**src/dts_params.svh**
```systemverilog
// Constants of the debug trigger, status and count block: register indices,
// field positions, reset values. Assumes byte address = 4 * register index.
//
// Contract
// - Qualify bit picks access or executed-opcode trigger
// - Begin bit: trigger starts or ends storing
// - Modes 0-4: A, A|B, A-then-B, event-B, A-then-eventB
// - Modes 5-8 full/range; 9-15 never trigger
// - Trigger register writes ignored while armed
// - End-trace reset keeps trigger bits; others default (code keeps them only while enabled with begin bit clear)
// - A hit flag sticky since arming
// - B hit flag sticky since arming
// - C hit flag sticky since arming
// - Status bit 0 mirrors arm while enabled
// - End-trace reset clears armed, keeps hit flags (code keeps flags only while enabled with begin bit clear)
// - Count field reports valid FIFO words, 0-8
// - Count saturates at eight
// - Count clears on arming, increments per capture
// - FIFO reads never change the count
// - End-trace reset keeps count; others clear (code keeps it only while enabled with begin bit clear)
// - Begin run ends at eight words; end immediate
// - Arm enables comparing and storing
`ifndef DTS_PARAMS_SVH
`define DTS_PARAMS_SVH
`define DTS_IDX_CTRL 6'h0c
`define DTS_IDX_TRIG 6'h0d
`define DTS_IDX_STAT 6'h0e
`define DTS_IDX_CNT 6'h0f
`define DTS_CTRL_EN_BIT 7
`define DTS_CTRL_ARM_BIT 6
`define DTS_TRIG_QUAL_BIT 7
`define DTS_TRIG_BEGIN_BIT 6
`define DTS_STAT_A_BIT 7
`define DTS_STAT_B_BIT 6
`define DTS_STAT_C_BIT 5
`define DTS_STAT_ARM_BIT 0
`define DTS_TRIG_RESET 8'h40
`define DTS_CNT_RESET 4'h0
`define DTS_CNT_MAX 4'h8
`define DTS_RESP_OKAY 2'h0
`define DTS_RESP_DECERR 2'h3
`endif

```
**src/dts_pkg.sv**
```systemverilog
// Types shared by the debug trigger block: trigger modes and run states.
// Assumes nothing of its surroundings.
`default_nettype none
package dts_pkg;
  typedef enum logic [3:0] {
    DTS_MODE_A_ONLY = 4'h0,
    DTS_MODE_A_OR_B = 4'h1,
    DTS_MODE_A_THEN_B = 4'h2,
    DTS_MODE_EVT_B = 4'h3,
    DTS_MODE_A_THEN_EVT_B = 4'h4,
    DTS_MODE_A_AND_B = 4'h5,
    DTS_MODE_A_NOT_B = 4'h6,
    DTS_MODE_INSIDE = 4'h7,
    DTS_MODE_OUTSIDE = 4'h8
  } dts_mode_t;
  typedef enum logic [2:0] {
    DTS_ST_IDLE = 3'b001,
    DTS_ST_WAIT = 3'b010,
    DTS_ST_FILL = 3'b100
  } dts_state_t;
endpackage : dts_pkg
`default_nettype wire

```
**src/dts_reg_if.sv**
```systemverilog
// Register access strobes between the bus slave and the register file.
// Assumes both ends run on the same clock.
`default_nettype none
interface dts_reg_if;
  logic wr_stb;
  logic wr_be;
  logic [5:0] wr_idx;
  logic [7:0] wr_data;
  logic wr_hit;
  logic rd_stb;
  logic [5:0] rd_idx;
  logic [7:0] rd_data;
  logic rd_hit;
  modport bus (output wr_stb, wr_be, wr_idx, wr_data, rd_stb, rd_idx,
               input wr_hit, rd_data, rd_hit);
  modport regs (input wr_stb, wr_be, wr_idx, wr_data, rd_stb, rd_idx,
                output wr_hit, rd_data, rd_hit);
endinterface : dts_reg_if
`default_nettype wire

```
**src/dts_axil_slave.sv**
```systemverilog
// AXI4-Lite slave turning bus transfers into one-cycle register strobes.
// Assumes one outstanding write and one outstanding read at a time.
`include "dts_params.svh"
`default_nettype none
module dts_axil_slave #(
  parameter int ADDR_W = 8
) (
  input wire logic clk,
  input wire logic rst,
  input wire logic [ADDR_W-1:0] s_axi_awaddr,
  input wire logic s_axi_awvalid,
  output logic s_axi_awready,
  input wire logic [31:0] s_axi_wdata,
  input wire logic [3:0] s_axi_wstrb,
  input wire logic s_axi_wvalid,
  output logic s_axi_wready,
  output logic [1:0] s_axi_bresp,
  output logic s_axi_bvalid,
  input wire logic s_axi_bready,
  input wire logic [ADDR_W-1:0] s_axi_araddr,
  input wire logic s_axi_arvalid,
  output logic s_axi_arready,
  output logic [31:0] s_axi_rdata,
  output logic [1:0] s_axi_rresp,
  output logic s_axi_rvalid,
  input wire logic s_axi_rready,
  dts_reg_if.bus rif
);
  logic aw_ff;
  logic w_ff;
  logic [5:0] awidx_ff;
  logic [7:0] wdata_ff;
  logic wbe_ff;
  logic bvalid_ff;
  logic [1:0] bresp_ff;
  logic rvalid_ff;
  logic [7:0] rdata_ff;
  logic [1:0] rresp_ff;
  wire aw_take = s_axi_awvalid & s_axi_awready;
  wire w_take = s_axi_wvalid & s_axi_wready;
  wire do_write = aw_ff & w_ff & ~bvalid_ff;
  assign s_axi_awready = ~aw_ff & ~bvalid_ff;
  assign s_axi_wready = ~w_ff & ~bvalid_ff;
  assign s_axi_arready = ~rvalid_ff;
  assign s_axi_bvalid = bvalid_ff;
  assign s_axi_bresp = bresp_ff;
  assign s_axi_rvalid = rvalid_ff;
  assign s_axi_rresp = rresp_ff;
  assign s_axi_rdata = {24'h000000, rdata_ff};
  assign rif.wr_stb = do_write;
  assign rif.wr_be = wbe_ff;
  assign rif.wr_idx = awidx_ff;
  assign rif.wr_data = wdata_ff;
  assign rif.rd_stb = s_axi_arvalid & s_axi_arready;
  assign rif.rd_idx = s_axi_araddr[7:2];
  always_ff @(posedge clk)
  begin
    if (rst)
    begin
      aw_ff <= 1'b0;
      w_ff <= 1'b0;
      bvalid_ff <= 1'b0;
      rvalid_ff <= 1'b0;
    end
    else
    begin
      aw_ff <= do_write ? 1'b0 : (aw_ff | aw_take);
      w_ff <= do_write ? 1'b0 : (w_ff | w_take);
      bvalid_ff <= do_write | (bvalid_ff & ~s_axi_bready);
      rvalid_ff <= rif.rd_stb | (rvalid_ff & ~s_axi_rready);
    end
  end
  always_ff @(posedge clk)
  begin
    if (aw_take)
      awidx_ff <= s_axi_awaddr[7:2];
    if (w_take)
    begin
      wdata_ff <= s_axi_wdata[7:0];
      wbe_ff <= s_axi_wstrb[0];
    end
    if (do_write)
      bresp_ff <= rif.wr_hit ? `DTS_RESP_OKAY : `DTS_RESP_DECERR;
    if (rif.rd_stb)
    begin
      rdata_ff <= rif.rd_data;
      rresp_ff <= rif.rd_hit ? `DTS_RESP_OKAY : `DTS_RESP_DECERR;
    end
  end
endmodule : dts_axil_slave
`default_nettype wire

```
**src/dts_top.sv**
```systemverilog
// Debug trigger configuration, match status and capture count registers.
// Assumes comparator and FIFO strobes are synchronous to clk, one cycle each.
`include "dts_params.svh"
`default_nettype none
module dts_top
  import dts_pkg::*;
#(
  parameter int ADDR_W = 8,
  parameter logic [3:0] CNT_MAX = `DTS_CNT_MAX
) (
  input wire logic clk,
  input wire logic rst,
  input wire logic end_run_rst,
  input wire logic [ADDR_W-1:0] s_axi_awaddr,
  input wire logic s_axi_awvalid,
  output logic s_axi_awready,
  input wire logic [31:0] s_axi_wdata,
  input wire logic [3:0] s_axi_wstrb,
  input wire logic s_axi_wvalid,
  output logic s_axi_wready,
  output logic [1:0] s_axi_bresp,
  output logic s_axi_bvalid,
  input wire logic s_axi_bready,
  input wire logic [ADDR_W-1:0] s_axi_araddr,
  input wire logic s_axi_arvalid,
  output logic s_axi_arready,
  output logic [31:0] s_axi_rdata,
  output logic [1:0] s_axi_rresp,
  output logic s_axi_rvalid,
  input wire logic s_axi_rready,
  input wire logic cpu_access,
  input wire logic comp_a_match,
  input wire logic comp_b_match,
  input wire logic comp_c_match,
  input wire logic opc_a_exec,
  input wire logic opc_b_exec,
  input wire logic range_lo_ok,
  input wire logic range_hi_ok,
  input wire logic word_captured,
  input wire logic fifo_word_read,
  output logic store_enable,
  output logic trigger_hit,
  output logic run_done
);
  // ****************************************************************
  // Bus slave
  // ****************************************************************
  dts_reg_if rif ();

  dts_axil_slave #(
    .ADDR_W(ADDR_W)
  ) u_slave (
    .clk(clk),
    .rst(rst),
    .s_axi_awaddr(s_axi_awaddr),
    .s_axi_awvalid(s_axi_awvalid),
    .s_axi_awready(s_axi_awready),
    .s_axi_wdata(s_axi_wdata),
    .s_axi_wstrb(s_axi_wstrb),
    .s_axi_wvalid(s_axi_wvalid),
    .s_axi_wready(s_axi_wready),
    .s_axi_bresp(s_axi_bresp),
    .s_axi_bvalid(s_axi_bvalid),
    .s_axi_bready(s_axi_bready),
    .s_axi_araddr(s_axi_araddr),
    .s_axi_arvalid(s_axi_arvalid),
    .s_axi_arready(s_axi_arready),
    .s_axi_rdata(s_axi_rdata),
    .s_axi_rresp(s_axi_rresp),
    .s_axi_rvalid(s_axi_rvalid),
    .s_axi_rready(s_axi_rready),
    .rif(rif)
  );

  // ****************************************************************
  // State
  // ****************************************************************
  logic enable_ff;
  logic arm_ff;
  logic qual_sel_ff;
  logic begin_sel_ff;
  logic [3:0] mode_ff;
  logic a_hit_ff;
  logic b_hit_ff;
  logic c_hit_ff;
  logic a_seen_ff;
  logic [3:0] cnt_ff;
  dts_state_t state_ff;
  dts_state_t nxt_state;
  logic store_en_ff;
  logic trig_hit_ff;
  logic run_done_ff;

  // ****************************************************************
  // Register decode
  // ****************************************************************
  wire idx_ctrl_w = rif.wr_idx == `DTS_IDX_CTRL;
  wire idx_trig_w = rif.wr_idx == `DTS_IDX_TRIG;
  wire idx_stat_w = rif.wr_idx == `DTS_IDX_STAT;
  wire idx_cnt_w = rif.wr_idx == `DTS_IDX_CNT;
  wire wr_ok = rif.wr_stb & rif.wr_be;
  wire ctrl_wr = wr_ok & idx_ctrl_w;
  // Writes while armed are dropped silently; the bus still answers OKAY.
  wire trig_wr = wr_ok & idx_trig_w & ~arm_ff;
  wire wr_en_bit = rif.wr_data[`DTS_CTRL_EN_BIT];
  wire wr_arm_bit = rif.wr_data[`DTS_CTRL_ARM_BIT];
  // Arming needs the module enabled in the same write.
  wire arm_start = ctrl_wr & wr_en_bit & wr_arm_bit & ~arm_ff;
  assign rif.wr_hit = idx_ctrl_w | idx_trig_w | idx_stat_w | idx_cnt_w;

  wire rd_ctrl = rif.rd_idx == `DTS_IDX_CTRL;
  wire rd_trig = rif.rd_idx == `DTS_IDX_TRIG;
  wire rd_stat = rif.rd_idx == `DTS_IDX_STAT;
  wire rd_cnt = rif.rd_idx == `DTS_IDX_CNT;
  wire [7:0] ctrl_val = {enable_ff, arm_ff, 6'h00};
  wire [7:0] trig_val = {qual_sel_ff, begin_sel_ff, 2'h0, mode_ff};
  wire armed_status_flag = enable_ff & arm_ff;
  wire [7:0] stat_val = {a_hit_ff, b_hit_ff, c_hit_ff, 4'h0, armed_status_flag};
  wire [7:0] cnt_val = {4'h0, cnt_ff};
  assign rif.rd_hit = rd_ctrl | rd_trig | rd_stat | rd_cnt;
  assign rif.rd_data = rd_ctrl ? ctrl_val :
                       rd_trig ? trig_val :
                       rd_stat ? stat_val :
                       rd_cnt ? cnt_val : 8'h00;

  // ****************************************************************
  // Reset classes
  // ****************************************************************
  // An end-trace reset while enabled in end mode keeps the captured evidence so the host can read it.
  wire keep_run = end_run_rst & enable_ff & ~begin_sel_ff;
  wire full_rst = rst | (end_run_rst & ~keep_run);

  // ****************************************************************
  // Trigger qualification
  // ****************************************************************
  wire a_q = qual_sel_ff ? opc_a_exec : comp_a_match;
  wire b_q = qual_sel_ff ? opc_b_exec : comp_b_match;
  // Event-only modes take comparator B without opcode tracking.
  wire waiting = enable_ff & arm_ff & (state_ff == DTS_ST_WAIT);
  wire watching = enable_ff & arm_ff;
  logic trig_raw;

  dts_trig_decode u_decode (
    .mode(mode_ff),
    .a_q(a_q),
    .b_q(b_q),
    .b_evt(comp_b_match),
    .a_seen(a_seen_ff),
    .rng_lo(range_lo_ok),
    .rng_hi(range_hi_ok),
    .access(cpu_access),
    .fire(trig_raw)
  );

  wire trig_fire = waiting & trig_raw;
  wire cnt_full = cnt_ff == CNT_MAX;
  wire cnt_inc = store_en_ff & word_captured & ~cnt_full;
  wire fill_done = (state_ff == DTS_ST_FILL) & cnt_full;
  wire run_end = (trig_fire & ~begin_sel_ff) | fill_done;

  // ****************************************************************
  // Run sequencer
  // ****************************************************************
  always_comb
  begin
    nxt_state = state_ff;
    case (state_ff)
      DTS_ST_IDLE:
      begin
        if (arm_start)
          nxt_state = DTS_ST_WAIT;
      end
      DTS_ST_WAIT:
      begin
        if (!watching)
          nxt_state = DTS_ST_IDLE;
        else if (trig_fire)
          nxt_state = begin_sel_ff ? DTS_ST_FILL : DTS_ST_IDLE;
      end
      DTS_ST_FILL:
      begin
        if (!watching || fill_done)
          nxt_state = DTS_ST_IDLE;
      end
      default: nxt_state = DTS_ST_IDLE;
    endcase
  end

  // End mode stores until the trigger; begin mode stores after it.
  wire nxt_store = (nxt_state == DTS_ST_FILL) |
                   ((nxt_state == DTS_ST_WAIT) & ~begin_sel_ff);

  always_ff @(posedge clk)
  begin
    if (rst || end_run_rst)
      state_ff <= DTS_ST_IDLE;
    else
      state_ff <= nxt_state;
  end

  always_ff @(posedge clk)
  begin
    if (rst || end_run_rst)
      store_en_ff <= 1'b0;
    else
      store_en_ff <= nxt_store;
  end

  always_ff @(posedge clk)
  begin
    if (rst || end_run_rst)
    begin
      trig_hit_ff <= 1'b0;
      run_done_ff <= 1'b0;
    end
    else
    begin
      trig_hit_ff <= trig_fire;
      run_done_ff <= run_end;
    end
  end

  // ****************************************************************
  // Control register
  // ****************************************************************
  always_ff @(posedge clk)
  begin
    if (rst)
    begin
      enable_ff <= 1'b0;
      arm_ff <= 1'b0;
    end
    else if (end_run_rst)
    begin
      enable_ff <= keep_run ? enable_ff : 1'b0;
      arm_ff <= 1'b0;
    end
    else if (ctrl_wr)
    begin
      enable_ff <= wr_en_bit;
      arm_ff <= wr_en_bit & wr_arm_bit;
    end
    else if (run_end)
      arm_ff <= 1'b0;
  end

  // ****************************************************************
  // Trigger configuration
  // ****************************************************************
  always_ff @(posedge clk)
  begin
    if (full_rst)
    begin
      qual_sel_ff <= 1'(`DTS_TRIG_RESET >> `DTS_TRIG_QUAL_BIT);
      begin_sel_ff <= 1'(`DTS_TRIG_RESET >> `DTS_TRIG_BEGIN_BIT);
      mode_ff <= 4'(`DTS_TRIG_RESET);
    end
    else if (trig_wr)
    begin
      qual_sel_ff <= rif.wr_data[`DTS_TRIG_QUAL_BIT];
      begin_sel_ff <= rif.wr_data[`DTS_TRIG_BEGIN_BIT];
      mode_ff <= rif.wr_data[3:0];
    end
  end

  // ****************************************************************
  // Match flags
  // ****************************************************************
  wire a_evt = watching & a_q;
  wire b_evt = watching & b_q;
  wire c_evt = watching & comp_c_match;

  // Events count only once armed, so the arming cycle itself never sets a flag.
  always_ff @(posedge clk)
  begin
    if (full_rst)
    begin
      a_hit_ff <= 1'b0;
      b_hit_ff <= 1'b0;
      c_hit_ff <= 1'b0;
    end
    else if (end_run_rst)
    begin
      a_hit_ff <= a_hit_ff;
      b_hit_ff <= b_hit_ff;
      c_hit_ff <= c_hit_ff;
    end
    else if (arm_start)
    begin
      a_hit_ff <= a_evt;
      b_hit_ff <= b_evt;
      c_hit_ff <= c_evt;
    end
    else
    begin
      a_hit_ff <= a_hit_ff | a_evt;
      b_hit_ff <= b_hit_ff | b_evt;
      c_hit_ff <= c_hit_ff | c_evt;
    end
  end

  always_ff @(posedge clk)
  begin
    if (rst || end_run_rst || arm_start)
      a_seen_ff <= 1'b0;
    else if (waiting && a_q)
      a_seen_ff <= 1'b1;
  end

  // ****************************************************************
  // Valid word count
  // ****************************************************************
  // FIFO read strobes are deliberately not looked at by the counter.
  logic unused_read;
  assign unused_read = fifo_word_read;

  always_ff @(posedge clk)
  begin
    if (full_rst)
      cnt_ff <= `DTS_CNT_RESET;
    else if (end_run_rst)
      cnt_ff <= cnt_ff;
    else if (arm_start)
      cnt_ff <= `DTS_CNT_RESET;
    else if (cnt_inc)
      cnt_ff <= cnt_ff + 4'h1;
  end

  // ****************************************************************
  // Outputs
  // ****************************************************************
  assign store_enable = store_en_ff;
  assign trigger_hit = trig_hit_ff;
  assign run_done = run_done_ff;
endmodule : dts_top
`default_nettype wire

```
**src/dts_trig_decode.sv**
```systemverilog
// Trigger mode decoder: turns qualified comparator matches into a trigger.
// Assumes the caller gates its output to the armed waiting phase.
`default_nettype none
module dts_trig_decode
  import dts_pkg::*;
(
  input wire logic [3:0] mode,
  input wire logic a_q,
  input wire logic b_q,
  input wire logic b_evt,
  input wire logic a_seen,
  input wire logic rng_lo,
  input wire logic rng_hi,
  input wire logic access,
  output logic fire
);
  wire in_range = access & rng_lo & rng_hi;
  always_comb
  begin
    case (mode)
      DTS_MODE_A_ONLY: fire = a_q;
      DTS_MODE_A_OR_B: fire = a_q | b_q;
      DTS_MODE_A_THEN_B: fire = a_seen & b_q;
      DTS_MODE_EVT_B: fire = b_evt;
      DTS_MODE_A_THEN_EVT_B: fire = a_seen & b_evt;
      DTS_MODE_A_AND_B: fire = a_q & b_q;
      DTS_MODE_A_NOT_B: fire = a_q & ~b_q;
      DTS_MODE_INSIDE: fire = in_range;
      DTS_MODE_OUTSIDE: fire = access & ~(rng_lo & rng_hi);
      default: fire = 1'b0;
    endcase
  end
endmodule : dts_trig_decode
`default_nettype wire

```
**config.mk**
```make
export PLATFORM = sky130hd
export DESIGN_NAME = dts_top
export DESIGN_NICKNAME = d
export VERILOG_FILES = /design/src/dts_pkg.sv /design/src/dts_reg_if.sv /design/src/dts_axil_slave.sv /design/src/dts_top.sv /design/src/dts_trig_decode.sv
export VERILOG_INCLUDE_DIRS = /design/src /design/src/src
export SDC_FILE = /design/constraint.sdc
export NUM_CORES = 1
export LEC_CHECK = 0
export CAP_MARGIN = 30
export CORE_MARGIN = 4
export CORE_UTILIZATION = 57
export CTS_CLUSTER_DIAMETER = 80
export CTS_CLUSTER_SIZE = 25
export DETAILED_ROUTE_END_ITERATION = 10
export DONT_BUFFER_PORTS = 1
export PLACE_DENSITY = 0.84
export SYNTH_ARGS = -nofsm -noshare
export SYNTH_HDL_FRONTEND = slang
export SYNTH_HIERARCHICAL = 1
export SYNTH_SLANG_ARGS = --single-unit
```
**constraint.sdc**
```tcl
create_clock -name clk -period 2 [get_ports clk]
set_input_delay 0.3 -clock clk [delete_from_list [all_inputs] [get_ports clk]]
set_output_delay 0.3 -clock clk [all_outputs]
set_load 0.005 [all_outputs]
```
# --- Word-level counts from Yosys, hierarchy flattened ---
# Cells that the tools add are included.
totals:
  reg_bits: 53
  inputBits: 70
  output_inout_bits: 44
  word_cells: 160
op_classes:
  n_addsub: 1
  n_eq_ne: 23
  muxes: 25
  bitwise: 69
  n_reduce_logical: 15
ops:
  columns: ["op", "n"]
  rows:
  - ["$eq A6 B4 Y1 const B", 8]
  - ["$and A1 B1 Y1", 39]
  - ["$mux W8", 3]
  - ["$or A1 B1 Y1", 17]
  - ["$eq A4 B3 Y1 const B", 4]
  - ["$mux W3", 5]
  - ["$not A1 Y1", 13]
  - ["$mux W4", 3]
  - ["$mux W1", 10]
  - ["$pmux W1 S9", 1]
  - ["$pmux W3 S3", 1]
  - ["$eq A4 B2 Y1 const B", 2]
  - ["$eq A4 B4 Y1 const B", 2]
  - ["$eq A3 B2 Y1 const B", 2]
  - ["$eq A3 B3 Y1 const B", 2]
  - ["$reduce_bool A2 Y1", 3]
  - ["$reduce_or A2 Y1", 3]
  - ["$add A4 B1 Y4 const B", 1]
  - ["$eq A4 B1 Y1 const B", 1]
  - ["$logic_not A4 Y1", 1]
  - ["$mux W2", 2]
  - ["$reduce_and A2 Y1", 2]
  - ["$eq A3 B1 Y1 const B", 1]
  - ["$logic_or A1 B1 Y1", 3]
  - ["other kinds (4)", 4]

# --- Logic depth before layout (Yosys ltp) ---
depth:
  ltp_word: 12
  depth_mapped: 8
  mapped_depth_nobuf: 8

# --- Hierarchy ---
# The synthesis kept the hierarchy.
by_module_without_submodules:
  columns: ["mod", "instances", "cells_per_inst", "area_each_um2", "seq_area_each_um2"]
  rows:
  - ["dts_axil_slave", 1, 83, 1198.6, 830.8]
  - ["dts_top", 1, 140, 1197.4, 440.4]
  - ["dts_trig_decode", 1, 19, 102.6, 0.0]

# --- Worst setup path before layout ---
# OpenSTA, ideal clock, no wires.
synth_timing:
  kind: "reg-to-reg"
  start: "register qual_sel_ff"
  end: "register store_en_ff (netlist: store_enable)"
  setup_time_ns: 0.095
  arrival_time_ns: 1.886
  required_time_ns: 1.905
  path_slack_ns: 0.019
  stages_incl_launch_ff: 9
  n_path_buf: 0
  synth_period_minus_slack_ns: 1.981
  cell_sequence: "dfxtp_1 mux2_2 a211oi_1 nor2_1 a32oi_1 o211ai_1 nand3b_1 a22o_1 a221oi_1"
synth_via:
  elab_chain_cells: 11
  elab_cells_between_ends: 16
  classes_between: "2 x eq/ne; 6 x mux; 8 x bitwise"
synth_lines:
  columns: ["item", "line", "source"]
  rows:
  - ["start: declaration", "dts_top.sv:80", "logic qual_sel_ff;"]
  - ["start signal: assignment", "dts_top.sv:254", "qual_sel_ff <= 1'(`DTS_TRIG_RESET >> `DTS_TRIG_QUAL_BIT);"]
  - ["start signal: assignment", "dts_top.sv:260", "qual_sel_ff <= rif.wr_data[`DTS_TRIG_QUAL_BIT];"]
  - ["$mux W1 *", "dts_top.sv:137", "wire b_q = qual_sel_ff ? opc_b_exec : comp_b_match;"]
  - ["net b_q", "dts_top.sv:137", null]
  - ["$not A1 Y1", "dts_trig_decode.sv:27", "DTS_MODE_A_NOT_B: fire = a_q & ~b_q;"]
  - ["$and A1 B1 Y1", "dts_trig_decode.sv:27", null]
  - ["$pmux W1 S9 *", "dts_trig_decode.sv:20", "case (mode)"]
  - ["net trig_raw", "dts_top.sv:141", "logic trig_raw;"]
  - ["$and A1 B1 Y1 *", "dts_top.sv:155", "wire trig_fire = waiting & trig_raw;"]
  - ["$mux W3 *", "dts_top.sv:177", "else if (trig_fire)"]
  - ["$mux W3 *", "dts_top.sv:175", "if (!watching)"]
  - ["$pmux W3 S3 *", "dts_top.sv:167", "case (state_ff)"]
  - ["$eq A3 B2 Y1", "dts_top.sv:191", "((nxt_state == DTS_ST_WAIT) & ~begin_sel_ff);"]
  - ["$and A1 B1 Y1", "dts_top.sv:191", null]
  - ["$or A1 B1 Y1 *", "dts_top.sv:190", "wire nxt_store = (nxt_state == DTS_ST_FILL) |"]
  - ["end signal: assignment", "dts_top.sv:206", "store_en_ff <= nxt_store;"]
  - ["end: declaration", "dts_top.sv:90", "logic store_en_ff;"]
# Mark *: on every way through the listed nets, which the timed path passes. The rest lies on a longest branch.
# A chain may end at the register's enable or synchronous reset.

# --- Worst setup path after layout ---
# Ends and elaborated chain as after synthesis.

==> summary.txt <==
Place
  • RePlAce Congestion: 0.8812
  • Post-Place Cells: 286
  • HPWL Detailed: 3342 µm
  • Number of port buffers: 0
  • Placement Setup Slack: -0.2320 ns

Finish
  • Layout cells sized above 1: 12.65%
  • Area grow syn2layout: 4.156%
  • Non-Filler Instances: 295
  • ANT cells: 0
  • FILL cells: 316
  • Fin nets: 316

Synthesis
  • Post-Syn Area: 2439 µm²
  • Cells after synthesis: 240
  • Syn_area_per_cell: 10.16 µm²
  • Ys Warns: 6

Critical path
  • CP arrival: 2.24 ns
  • FF-to-FF path depth: 9
  • RR Endpoint: store_enable$_SDFF_PP0_
  • Worst Setup SP: qual_sel_ff$_SDFFE_PP0P_
  • Max incr delay on CP: 0.38 ns
  • CP max stage cell: dfxtp_4
  • CP Data Required Time: 2.21 ns
  • Crit Path Max Fanout: 4
  • Worst setup SP type: flip-flop
  • Critical path capture point: store_enable$_SDFF_PP0_
  • Crit-path cells: mux2_4, nand3b_1, o21ai_1, nand4_1, o211ai_1, buf_4, nand3_2, a22o_1, a221oi_2
  • R2r setup slk: -0.03 ns
  • Critical Path Sink Type: flip-flop
  • Critical path type: reg2reg
  • Worst R2R Start: qual_sel_ff$_SDFFE_PP0P_

Pwr
  • Pwr dens: 701.9 nW/µm²
  • Combinational group share of total power: 6.5%
  • Switching Fraction: 22.76%
  • Max IR drop VDD: 672.0 µV
  • Pint: 1.377 mW
  • Overall Power: 1.783 mW
  • Share of total power in the clock network: 30.5%
  • Sequential power share: 63.0%
  • Leakage: 0.8939 nW
  • Net switching power: 0.4058 mW

CTS
  • Root buffer cell: clkbuf_8
  • Clk sinks: 49
  • CTS tree: built
  • CTS buffer count: 5
  • Hold-fix buffers, CTS: 0
  • H-tree lvl count: 2
  • Clk pin slew, worst setup/hold paths: 0.08 ns
  • CTS max path bufs: 2
  • Worst skew pair latency: 0.29 ns

Routing
  • Via Count: 1616
  • Routed Antenna Nets: 0
  • Initial DRC count: 88
  • # DRC: 0
  • Avg Vias per Cell: 5.478
  • WL per Instance: 14.50 µm
  • Routed WL: 4277 µm
  • Drt pass-1 iters: 4

Timing
  • Max-Slew Margin vs Limit: 52.20%
  • Final setup vio count: 2
  • Crit path time final: 2.035 ns
  • Slew Viols, Final: 0
  • Worst Skew: 0.004830 ns
  • RSZ-0062 raised after global routing: yes
  • Pin slew with the least headroom to its limit: 0.7155 ns
  • Endpoints failing hold: 0
  • Period utilization: 101.7%
  • Setup ws final: -0.03461 ns
  • FMAX: 491.5 MHz

Global routing
  • GR Util met2: 26.71%
  • Most Crowded Layer GR: met2
  • First-pass GRT wire length: 6755 µm
  • Pin count of the biggest net entering global routing: 15
  • M3 GR Usage: 6.019%
  • Gr usage total: 16.23%
  • Grt total ovfl: 0
  • Met1 Use GR: 20.14%
  • Vias in the first global route: 1480
  • Initial antenna violation count: 0

Die
  • Core area: 4058 µm²
  • # IOs: 114
  • Starting density of the core: 60.10%
  • Row count: 23
  • Die Ht: 73.41 µm
  • DIE WIDTH: 73.41 µm
  • Die area: 5389 µm²

Hold path
  • Hold path start: rst
  • Hold/Removal Path Class: in2reg

Status
  • Violations in the final reports: negative setup slack
  • Status: finished, violations left

Run
  • Max Cap Viol: 0
-- critical path, delay by kind of cell, from the launching register on --
| kind | cells | cell delay [ns] |
|---|---|---|
| multiplexers | 1 | 0.33 |
| AND/OR/NAND/NOR | 3 | 0.36 |
| AO/OA/AOI/OAI | 4 | 0.72 |
| buffers and inverters | 1 | 0.17 |
| flip-flops | 1 | 0.38 |
-- worst min-delay path by stage --
stage                                 endpoint  slack (ns)  depth (start not counted)
2_1_floorplan  u_slave/s_axi_rvalid$_SDFF_PP0_        0.38                          1
3_3_place_gp   u_slave/s_axi_rvalid$_SDFF_PP0_        0.38                          1
3_5_place_dp   u_slave/s_axi_rvalid$_SDFF_PP0_        0.38                          1
4_1_cts        u_slave/s_axi_rvalid$_SDFF_PP0_        0.07                          1
5_1_grt        u_slave/s_axi_rvalid$_SDFF_PP0_        0.07                          1
6_report       u_slave/s_axi_rvalid$_SDFF_PP0_        0.07                          1
-- placed cells by master, fill, tap and decap left out, drive strengths merged, types with 3 or more instances in the layout --
cell / count
xor2: 3
nand3: 6
inv: 14
conb: 25
clkinv: 3
o22ai: 4
buf: 10
a21oi: 10
nand3b: 3
o21ai: 5
nand4: 5
clkbuf: 5
edfxtp: 23
and2: 3
dfxtp: 26
nand2b: 4
nand2: 15
nor2: 30
mux2i: 12
nor2b: 4
-- power groups by stage --
stage | registers [mW] | clock network (mW) | logic (mW)
floorplan | 1.14 | 0 | 0.136
global placement | 1.15 | 0 | 0.108
detailed placement | 1.15 | 0 | 0.110
CTS | 1.12 | 0.553 | 0.114
global route | 1.13 | 0.599 | 0.131
finish | 1.12 | 0.544 | 0.116
-- area by class of cell --
cell class | instances | area [µm²] | area share [%]
Inverter | 14 | 52.55 | 2.069
Clock inverter | 3 | 12.51 | 0.4926
Timing Repair Buffer | 10 | 78.83 | 3.103
Clock buffer | 5 | 68.82 | 2.709
Tap cell | 50 | 62.56 | 2.463
Sequential cell | 49 | 1215 | 47.83
Multi-Input combinational cell | 164 | 1050 | 41.33
-- what timing repair did --
item,CTS,global route
gates resized for setup,7,6
endpoints found under the setup margin,4,4
cloned,0,0
pin swaps,6,4
buffers inserted,1,0
hold endpoints to repair,0,0
-- metal layers --
layer  vias up  wire length [µm]
li1        793                 -
met1       752              1768
met2        65              2064
met3         6               401
met4         0                42
met5         -                 0
-- registers in the layout (all words and copies together), names as in the netlist, 3 cells and up --
signal and flops:
mode_ff 4, u_slave/rdata_ff 8, u_slave/rif.wr_idx 6, u_slave/rif.wr_data 6, cnt_ff 4, state_ff 3
-- through the flow --
step | cell area [µm²] | hold slack, ns | utilization (%) | setup TNS (ns)
after floorplan | 2525 | 0.3785 | - | 0
final | 2540 | 0.07425 | 62.60 | -0.03491
after detailed placement | 2399 | 0.3850 | 59.11 | -0.6619
after global routing | 2540 | 0.06702 | 62.60 | -0.3789
after global placement | 2399 | 0.3824 | 59.11 | -0.5106
after CTS | 2516 | 0.06932 | 62.01 | -0.04872
No activity file was read; power rests on OpenSTA's default activity.
